**src/serdes7_defines.vh**
```
// Constants for the 7:1 forwarded-clock serializer and 1:7 deserializer slice.
// Assumes core_clk runs at the serial bit rate, one lane bit per cycle.
`ifndef SERDES7_DEFINES_VH
`define SERDES7_DEFINES_VH

// ==========================================================================
// Symbol framing
`define SLOT_LAST     3'h6
`define SLOT_IDLE     3'h7
`define FWD_HIGH_SLOTS 3'h4
`define LANES         4
`define SYM_BITS      7
`define WORD_BITS     28
`define BAL_BITS      6
`define BAL_HALF      3'h3

// ==========================================================================
// Receive phase dial and FIFO
`define TAP_MAX       3'h7
`define FIFO_AW       4
`define FIFO_DEPTH    16
`define FIFO_QUARTER  5'h04
`define FIFO_HALF     5'h08
`define FIFO_3QUARTER 5'h0c
`define FIFO_FULL     5'h10

`endif

```
**src/serdes_7to1_forwarded_clock.v**
```verilog
// Four-lane 7:1 serializer with forwarded framing clock, and matching
// 1:7 deserializer that frames on the incoming forwarded clock into a FIFO.
// Assumes core_clk is the serial bit clock: each cycle carries one bit per
// lane, i.e. one edge of the x3.5 DDR clock; seven cycles are one word.
//
// How it works
// RULE1: one 28-bit word per word period, four lanes
// RULE2: bit clock drives data, word tick drives fwd clock
// RULE3: forwarded clock period equals one seven-bit symbol
// RULE4: first nibble starts on forwarded clock rise
// RULE5: balanced mode sends 24 payload bits
// RULE6: more ones gives zero, more zeros one
// RULE7: equal ones and zeros gives zero
// RULE8: slice replicates side by side, shared clock
// RULE9: capture four lanes into 28-bit FIFO words
// RULE10: forwarded clock samples and frames the data; here core_clk samples and the forwarded clock only frames
// RULE11: sampling point shifted into the data eye; here rx_shift_tap shifts whole bits only and eye centring stays at the board
// RULE12: received bits keep transmitter bit pattern
// RULE13: integrator computes shift from period and setup; there is no integrator here, the tap comes from rx_shift_const or steps
// RULE14: shift setting is shift over period times 256; here rx_shift_tap counts whole bits, 0 to 7
// RULE15: constant or variable shift by mode setting
// RULE16: synthesized clock limit lies outside this slice
// RULE17: lane rate up to 640 Mb/s
// RULE18: receiver slices combine for wider links
// RULE19: two bits per sampling clock per lane; here core_clk samples one bit per lane per cycle
// RULE20: FIFO quarter, half and three-quarter flags
// RULE21: one word per forwarded period once aligned
`timescale 1ns/1ps
`include "serdes7_defines.vh"
`default_nettype none

module serdes_7to1_forwarded_clock (
   input  wire        core_clk,
   input  wire        rstn,
   input  wire [27:0] tx_word,
   input  wire        tx_balance_en,
   output wire        tx_word_take,
   output reg  [3:0]  tx_lane,
   output reg         tx_fwd_clk,
   input  wire [3:0]  rx_lane,
   input  wire        rx_fwd_clk,
   input  wire        rx_shift_mode,
   input  wire [2:0]  rx_shift_const,
   input  wire        rx_shift_step,
   input  wire        rx_shift_up,
   output reg  [2:0]  rx_shift_tap,
   output reg         rx_aligned,
   input  wire        rx_rd_en,
   output reg  [27:0] rx_rd_data,
   output reg         rx_rd_valid,
   output wire        rx_empty,
   output wire        rx_full,
   output wire        rx_quarter,
   output wire        rx_half,
   output wire        rx_three_quarter,
   output reg         rx_overflow
);

   // ======================================================================
   // Transmit framing
   reg  [2:0]  tx_slot;
   reg  [27:0] tx_hold;
   wire [27:0] tx_fmt;
   wire [2:0]  next_tx_slot;
   reg         tx_run;
   integer     tl;

   // RULE1: word taken per period
   assign tx_word_take = (tx_slot == `SLOT_LAST);
   assign next_tx_slot = tx_word_take ? 3'h0 : tx_slot + 3'h1;

   function [2:0] ones6;
      input [5:0] v;
      begin
         ones6 = {2'h0, v[0]} + {2'h0, v[1]} + {2'h0, v[2]}
               + {2'h0, v[3]} + {2'h0, v[4]} + {2'h0, v[5]};
      end
   endfunction

   // Lanes are a loop so that wider links only widen the loop.
   // RULE8: replicable lane slice
   genvar l;
   generate
      for (l = 0; l < `LANES; l = l + 1) begin : g_tx
         wire [2:0] ones;
         wire       bal;
         assign ones = ones6(tx_word[l*6 +: 6]);
         // RULE6: balance bit polarity
         // RULE7: tie gives zero
         assign bal = (ones < `BAL_HALF);
         // RULE5: 24 payload plus balance
         assign tx_fmt[l*7 +: 7] = tx_balance_en ? {bal, tx_word[l*6 +: 6]}
                                                 : tx_word[l*7 +: 7];
      end
   endgenerate

   // RULE17: one lane bit per cycle
   always @(posedge core_clk) begin
      if (!rstn) begin
         tx_lane <= 4'h0;
      end else begin
         for (tl = 0; tl < `LANES; tl = tl + 1) begin
            if (tx_word_take) begin
               tx_lane[tl] <= tx_fmt[tl*7];
            end else begin
               tx_lane[tl] <= tx_hold[tl*7 + next_tx_slot];
            end
         end
      end
   end

   always @(posedge core_clk) begin
      if (!rstn) begin
         tx_slot    <= 3'h0;
         tx_hold    <= 28'h0000000;
         tx_fwd_clk <= 1'b0;
         tx_run     <= 1'b0;
      end else begin
         // RULE2: bit clock shifts data
         tx_slot <= next_tx_slot;
         if (tx_word_take) begin
            tx_hold <= tx_fmt;
            tx_run  <= 1'b1;
         end
         // Holding the clock low until the first word keeps a short false
         // frame off the link just after reset.
         // RULE3: one period per symbol
         // RULE4: rise on first nibble
         tx_fwd_clk <= (tx_word_take || tx_run) && (next_tx_slot < `FWD_HIGH_SLOTS);
      end
   end

   // ======================================================================
   // Receive capture and phase dial
   reg  [3:0]  rx_lane_s1;
   reg  [3:0]  rx_lane_s2;
   reg         rx_fwd_s1;
   reg         rx_fwd_s2;
   reg         rx_fwd_prev;
   reg  [27:0] rx_dline;
   wire [31:0] rx_taps;
   wire [3:0]  rx_sample;
   wire        rx_edge;

   always @(posedge core_clk) begin
      if (!rstn) begin
         rx_lane_s1  <= 4'h0;
         rx_lane_s2  <= 4'h0;
         rx_fwd_s1   <= 1'b0;
         rx_fwd_s2   <= 1'b0;
         rx_fwd_prev <= 1'b0;
         rx_dline    <= 28'h0000000;
      end else begin
         // RULE19: one sample per bit edge
         rx_lane_s1  <= rx_lane;
         rx_lane_s2  <= rx_lane_s1;
         rx_fwd_s1   <= rx_fwd_clk;
         rx_fwd_s2   <= rx_fwd_s1;
         rx_fwd_prev <= rx_fwd_s2;
         rx_dline    <= rx_taps[27:0];
      end
   end

   // Delaying data against the clock moves the sampling point earlier; the
   // dial only steps whole bits, so fine eye centring stays at the board.
   assign rx_taps = {rx_dline, rx_lane_s2};
   // RULE11: shifted sampling point
   assign rx_sample = rx_taps[rx_shift_tap*4 +: 4];
   assign rx_edge = rx_fwd_s2 & ~rx_fwd_prev;

   always @(posedge core_clk) begin
      if (!rstn) begin
         rx_shift_tap <= 3'h0;
      end else if (!rx_shift_mode) begin
         // RULE15: constant shift mode
         rx_shift_tap <= rx_shift_const;
      end else if (rx_shift_step) begin
         // RULE15: variable shift steps
         if (rx_shift_up && rx_shift_tap != `TAP_MAX) begin
            rx_shift_tap <= rx_shift_tap + 3'h1;
         end else if (!rx_shift_up && rx_shift_tap != 3'h0) begin
            rx_shift_tap <= rx_shift_tap - 3'h1;
         end
      end
   end

   // ======================================================================
   // Receive framing
   reg  [2:0]  rx_slot;
   reg  [27:0] rx_acc;
   wire [27:0] rx_word;
   wire        rx_wr;
   integer     rl;

   // RULE18: lanes combine for wider links
   generate
      for (l = 0; l < `LANES; l = l + 1) begin : g_rx
         // RULE12: same bit pattern
         assign rx_word[l*7 +: 7] = {rx_sample[l], rx_acc[l*7 +: 6]};
      end
   endgenerate

   always @(posedge core_clk) begin
      if (!rstn) begin
         rx_acc <= 28'h0000000;
      end else begin
         for (rl = 0; rl < `LANES; rl = rl + 1) begin
            if (rx_edge) begin
               rx_acc[rl*7] <= rx_sample[rl];
            end else if (rx_slot < `SLOT_LAST) begin
               rx_acc[rl*7 + rx_slot] <= rx_sample[rl];
            end
         end
      end
   end

   // RULE21: one write per period
   assign rx_wr = rx_aligned && !rx_edge && (rx_slot == `SLOT_LAST);

   always @(posedge core_clk) begin
      if (!rstn) begin
         rx_slot    <= `SLOT_IDLE;
         rx_aligned <= 1'b0;
      end else if (rx_edge) begin
         // RULE10: edge frames bit zero
         rx_slot    <= 3'h1;
         rx_aligned <= 1'b1;
      end else if (rx_slot != `SLOT_IDLE) begin
         // A stopped clock parks the framer idle instead of wrapping.
         rx_slot <= rx_slot + 3'h1;
      end
   end

   // ======================================================================
   // Receive FIFO
   reg  [27:0] fifo_mem [0:`FIFO_DEPTH-1];
   reg  [4:0]  wptr;
   reg  [4:0]  rptr;
   wire [4:0]  fill;
   wire        rd_go;

   assign fill  = wptr - rptr;
   assign rx_empty = (fill == 5'h00);
   assign rx_full  = (fill == `FIFO_FULL);
   // RULE20: fill level flags
   assign rx_quarter       = (fill >= `FIFO_QUARTER);
   assign rx_half          = (fill >= `FIFO_HALF);
   assign rx_three_quarter = (fill >= `FIFO_3QUARTER);
   assign rd_go = rx_rd_en && !rx_empty;

   always @(posedge core_clk) begin
      if (rx_wr && !rx_full) begin
         fifo_mem[wptr[`FIFO_AW-1:0]] <= rx_word;
      end
   end

   always @(posedge core_clk) begin
      if (!rstn) begin
         wptr        <= 5'h00;
         rptr        <= 5'h00;
         rx_rd_data  <= 28'h0000000;
         rx_rd_valid <= 1'b0;
         rx_overflow <= 1'b0;
      end else begin
         rx_rd_valid <= rd_go;
         // RULE9: words into FIFO
         if (rx_wr && !rx_full) begin
            wptr <= wptr + 5'h01;
         end
         // Dropping the new word keeps older words in order; sticky flag.
         if (rx_wr && rx_full) begin
            rx_overflow <= 1'b1;
         end
         if (rd_go) begin
            rx_rd_data <= fifo_mem[rptr[`FIFO_AW-1:0]];
            rptr       <= rptr + 5'h01;
         end
      end
   end

endmodule // serdes_7to1_forwarded_clock

`default_nettype wire

```
**config.mk**
```make
export PLATFORM = sky130hd
export DESIGN_NAME = serdes_7to1_forwarded_clock
export DESIGN_NICKNAME = d
export VERILOG_FILES = /design/src/serdes_7to1_forwarded_clock.v
export VERILOG_INCLUDE_DIRS = /design/src /design/src/src
export SDC_FILE = /design/constraint.sdc
export NUM_CORES = 1
export LEC_CHECK = 0
export ABC_AREA = 1
export BUFFER_PORTS_ARGS = -buffer_cell sky130_fd_sc_hd__buf_2
export CORE_ASPECT_RATIO = 1.4
export CORE_MARGIN = 2
export CORE_UTILIZATION = 45
export CTS_BUF_LIST = sky130_fd_sc_hd__clkbuf_16
export DETAILED_ROUTE_END_ITERATION = 12
export GPL_TIMING_DRIVEN = 1
export SYNTH_ARGS = -nofsm -noshare
export SYNTH_HDL_FRONTEND = slang
export SYNTH_SLANG_ARGS = --single-unit
```
**constraint.sdc**
```tcl
create_clock -name core_clk -period 4.02 [get_ports core_clk]
set_input_delay 0.402 -clock core_clk [delete_from_list [all_inputs] [get_ports core_clk]]
set_output_delay 0.402 -clock core_clk [all_outputs]
set_load 0.01 [all_outputs]
```
# Yosys cells after proc, flatten, opt, wreduce, memory -nomap -nowiden
# Memory sizes are Yosys's and may differ from the RTL's. A register that Yosys moved wholly into a read port is not among the register bits.
# Cells that the tools add are included.
# W data, S select, Z words.
# totals
register_bits,123
ram_bits,448
memories,1
# mem_list
name,words,width,rd,rd_clocked_by_memory_dff,write_ports,line_no,rtl
fifo_mem,16,28,1,1,1,serdes_7to1_forwarded_clock.v:236,reg [27:0] fifo_mem [0:`FIFO_DEPTH-1];
# op_classes
add_sub_neg,33
magnitude_cmp,21
eq_ne,7
n_shift,1
mux,60
bitwise_logic,3
n_reduce_logical,23
# ops
op,n
$bwmux W28,4
$mux W28,4
$mux W27,2
$mux W7,6
$mux W20,2
$add A3 B1 Y3,12
$shiftx A32 B6 Y4,1
$mux W14,2
$mux W13,2
$mux W1,21
$mux W21,1
$mux W3,7
$bmux W1 S5,3
$demux W1 S5,3
$add A2 B1 Y3,4
$add A5 B3 Y6 const A,2
$logic_and A1 B1 Y1,12
$lt A3 B2 Y1 const B,4
$lt A3 B6 Y1 const B,2
$lt A4 B6 Y1 const B,2
$lt A5 B6 Y1 const B,2
$lt A6 B6 Y1 const B,2
$add A4 B3 Y5 const A,2
$add A5 B1 Y5 const B,2
29 further kinds,44

# Longest topological paths before layout
# logic_depth
ltp_word,19
mapped_depth,14

# Worst setup path before layout
# OpenSTA, ideal clock, no wires.
# synth_path
path_kind,register to register
startpoint,reg rptr[1]
endpoint,mem fifo_mem[0][0] (enable)
setup_ps,413
t_arrival_ps,3322
required_time_ps,3607
slack_ps,286
path_stages_with_launch,14
n_path_buf,3
synth_period_minus_slack_ps,3734
cell_sequence,dfxtp_1 buf_2 inv_1 buf_2 clkbuf_1 fa_1 nand3_1 nand2_1 xor2_1 nand3_1 nand2_2 inv_2 nand2_1 nor2_1
# synth_between
elab_chain_len,6
# synth_rtl
element,line_no,rtl
"start, declared",serdes_7to1_forwarded_clock.v:238,reg [4:0] rptr;
"start signal, assigned",serdes_7to1_forwarded_clock.v:276,rptr <= rptr + 5'h01;
$sub A5 B5 Y5,serdes_7to1_forwarded_clock.v:242,assign fill = wptr - rptr;
$eq A5 B5 Y1 (no source line),-,
$logic_not A1 Y1,serdes_7to1_forwarded_clock.v:252,if (rx_wr && !rx_full) begin
$logic_and A1 B1 Y1,serdes_7to1_forwarded_clock.v:252,
$mux W1,serdes_7to1_forwarded_clock.v:252,
$mux W1,serdes_7to1_forwarded_clock.v:253,fifo_mem[wptr[`FIFO_AW-1:0]] <= rx_word;
"end, declared",serdes_7to1_forwarded_clock.v:236,
# No other way between the ends.

# Worst setup path after layout
# layout_path
startpoint,reg wptr[0]
endpoint,mem fifo_mem[6][11] (enable)
# layout_between
elab_chain_len,6
# layout_rtl
element,line_no,rtl
"start, declared",serdes_7to1_forwarded_clock.v:237,reg [4:0] wptr;
"start signal, assigned",serdes_7to1_forwarded_clock.v:268,wptr <= wptr + 5'h01;
$sub A5 B5 Y5,serdes_7to1_forwarded_clock.v:242,
$eq A5 B5 Y1 (no source line),-,
$logic_not A1 Y1,serdes_7to1_forwarded_clock.v:252,
$logic_and A1 B1 Y1,serdes_7to1_forwarded_clock.v:252,
$mux W1,serdes_7to1_forwarded_clock.v:252,
$mux W1,serdes_7to1_forwarded_clock.v:253,
# Several ways; a longest one is shown, not always the timed one.

==> results_dict.tcl <==
set metrics [dict create \
    outcome "finished, final reports clean" \
    hold_depth 3 \
    grt_pass1_wl_mm 92.3 \
    synth_seq_cells 595 \
    r2r_cells 13 \
    die_x_um 203 \
    fin_crit_ns 3.30 \
    synth_top_cell_by_area "edfxtp_1" \
    syn_inst 2373 \
    routed_wl_mm 59.4 \
    startpoint "wptr[0]$_SDFFE_PN0P_" \
    fin_setup_tns_ns 0 \
    numCtsBuffers 55 \
    core_mm2 0.0550 \
    power_per_cell_area_mw_per_mm2 506 \
    synth_ff_type "edfxtp_1" \
    die_area_mm2 0.0574 \
    io-pin-count 88 \
    async_flop_share 0 \
    fill_cells 4838 \
    grt_overflow 0 \
    dpl_cell_area_mm2 0.0263 \
    final-seq-area_mm2 0.0164 \
    crit_arrival_ns 3.59 \
    hpwl_mm 37.1 \
    drive_gt1_frac 0.0968 \
    rows 102 \
    critPathKind "reg2reg" \
    fin_nets 2511 \
    gp_congestion 0.877 \
    cts-root-buf "clkbuf_16" \
    clk_pin_slew_worst_paths_ns 0.06 \
    grt_max_degree 97 \
    vias_per_cell 5.37 \
    synth_edf_count 448 \
    antenna_found_initial 0 \
    first_pass_iters 7 \
    fin_area_mm2 0.0281 \
    r2r_start "wptr[0]$_SDFFE_PN0P_" \
    r2r_slack_ns 0.72 \
    ir_worst_vdd_uv 481 \
    required_ns 4.32 \
    synth_area_mm2 0.0249 \
    fin_ws_ns 0.722 \
    startpoint_type "register" \
    htreeDepth 2 \
    fin_util 0.511 \
    cts_tree "done" \
    hold_buffers 5 \
    die_y_um 283 \
    multi_input_area_mm2 0.00742 \
    synth_nets 2461 \
    worstMarginPinSlew_ns 0.921 \
    min-delay-start "rx_shift_const[0]" \
    ant_nets 0 \
    diodes 0 \
    endpoint_kind "register" \
    grt_pass1_vias 16818 \
    synth_cell_types 37 \
    slowest_stage "nor2_4" \
    grt_use_total 0.206 \
    leakage_nw 10.4 \
    drt-wirelength-per-cell_um 18.6 \
    worst-path-max-fanout 15 \
    fmax_mhz 303 \
    cts.sinks 595 \
    synth_area_leaders "edfxtp_1 (54%), dfxtp_1 (12%), nor2_1 (6.5%), o21ai_0 (5.8%), nand2_1 (4.7%)" \
    finalCritPeriodShare 0.821 \
    pre_cts_slack_ns 0.705 \
    vias 17156 \
    maxSlewViolCount 0 \
    hold_viol 0 \
    grt_setup_unrepaired "no" \
    maxCapViolCount 0 \
    critical_path.max_stage_delay_ns 0.54 \
    crit_chain "inv_1 -> ha_1 -> inv_1 -> fa_1 -> nand3_1 -> nand2_1 -> xor2_1 -> nand3_1 -> nand2_2 -> inv_2 -> nand2_1 -> nor2_4 -> buf_12" \
    start_util 0.453 \
    drc_errors 0 \
    drt_iter0_markers 1278 \
    cts_resized 0 \
    setup_viol 0 \
    port_buffers 87 \
    slew-limit-headroom 0.385 \
    finClkSkew_ns 0.0237 \
    hp-class "in2reg" \
    avgSynthCellArea_um2 10.5 \
    post_cts_buffers 0 \
    synth_top_cell_area_share 0.539 \
    clk_latency_ns 0.59 \
    clockBufferDepth 3 \
    synth-seq-area-share 0.657 \
    area_delta_synth_final_pct 12.6 \
    ys_warn_count 0 \
]
where the power goes:
group          switching [mW]  internal [mW]  leakage (nW)
logic                    1.41          0.655          4.18
registers               0.253           6.83          5.33
clock network            2.23           2.85         0.909
total                    3.89           10.3          10.4
worst max-delay path, delay by kind of cell (launching register included):
family,cells,cell delay (ns)
and+or+nand+nor,6,1.35
adders and majority gates,2,0.56
xor gates and xnor gates,1,0.17
DFF,1,0.35
buffers and inverters,4,0.55
logic make-up (layout without fill, tap and decap cells):
group | after synthesis | count (layout) | share of synthesized area
buf+inv | 306 | 401 | 0.0506
fa+ha+maj | 45 | 45 | 0.0268
xor+xnor | 14 | 14 | 0.00582
flops | 595 | 595 | 0.657
compound gates | 525 | 525 | 0.116
simple gates | 888 | 888 | 0.143
cell usage in the layout, fill, tap and decap left out, types with 4 or more instances in the layout:
cell type | netlist | layout
clkinv_1 | 2 | 14
edfxtp_1 | 448 | 448
inv_1 | 163 | 176
o211ai_1 | 65 | 65
ha_1 | 31 | 31
a211oi_1 | 4 | 4
o22ai_1 | 58 | 58
nand2_1 | 309 | 309
nor3_1 | 5 | 5
dfxtp_1 | 147 | 144
xor2_1 | 6 | 6
nand3_1 | 129 | 129
buf_4 | 7 | 23
clkbuf_16 | 0 | 58
fa_1 | 14 | 14
buf_2 | 30 | 86
buf_12 | 0 | 16
clkinv_2 | 0 | 10
o21ai_1 | 21 | 21
xnor2_1 | 5 | 5
nor2_1 | 434 | 416
a21oi_1 | 71 | 71
o21ai_0 | 289 | 289
bufinv_16 | 0 | 4
nor2_4 | 0 | 17
inv_2 | 4 | 4
a31oi_1 | 13 | 13
dlygate4sd3_1 | 0 | 5
nand3b_1 | 4 | 4
cell type report:
cell class,count,share of cell area
sequential,595,0.584
multi-input combinational,1472,0.264
clock buffer,58,0.0517
timing repair buffer,130,0.0346
tap,728,0.0324
inverter,169,0.0228
clock inverter,44,0.0106
state kept, by name, summed over array words and instances (netlist names):
| signal | count |
|---|---|
| wptr | 5 |
| fifo_mem | 448 |
| rx_fwd_s2 | 1 |
| rx_lane_s1 | 4 |
| rptr | 5 |
| tx_run | 1 |
| rx_aligned | 1 |
| rx_overflow | 1 |
| rx_fwd_prev | 1 |
| rx_acc | 24 |
| tx_hold | 28 |
| rx_rd_data | 28 |
| rx_lane_s2 | 4 |
| rx_shift_tap | 3 |
| rx_slot | 3 |
| rx_rd_valid | 1 |
| tx_slot | 3 |
| tx_lane | 4 |
| rx_dline | 28 |
| rx_fwd_s1 | 1 |
| tx_fwd_clk | 1 |
final timing paths:
check	to
worst min register to register	rx_lane_s2[1]$_SDFF_PN0_
worst min-delay path	rx_shift_tap[0]$_SDFFE_PN0P_
worst max register to register	fifo_mem[6][11]$_DFFE_PP_
worst max-delay path	fifo_mem[6][11]$_DFFE_PP_
metal layers:
| metal | track usage | up-vias | wire length [um] |
|---|---|---|---|
| met2 | 0.376 | 447 | 31100 |
| met1 | 0.255 | 8347 | 23900 |
| li1 | - | 8278 | - |
| met3 | 0.0262 | 84 | 3090 |
| met5 | 0 | - | 0 |
| met4 | 0.0584 | 0 | 1360 |
per-stage QoR:
stage | power (mW) | hold WS, ns | cells
after floorplan | 8.58 | 0.390 | 2373
after global placement | 9.22 | 0.397 | 3089
after detailed placement | 9.27 | 0.398 | 3089
after CTS | 14.3 | 0.0541 | 3196
after global routing | 14.8 | 0.0799 | 3196
final | 14.2 | 0.0817 | 3196
cell usage after synthesis (6+ instances only):
cell type,instances
buf_1,18
o211ai_1,65
clkbuf_1,76
a31oi_1,13
o22ai_1,58
buf_4,7
nand2_1,309
inv_1,163
a21oi_1,71
nand3_1,129
xor2_1,6
edfxtp_1,448
dfxtp_1,147
o21ai_0,289
nor2_1,434
buf_2,30
o21ai_1,21
fa_1,14
ha_1,31
No activity file was read; power rests on OpenSTA's default activity.
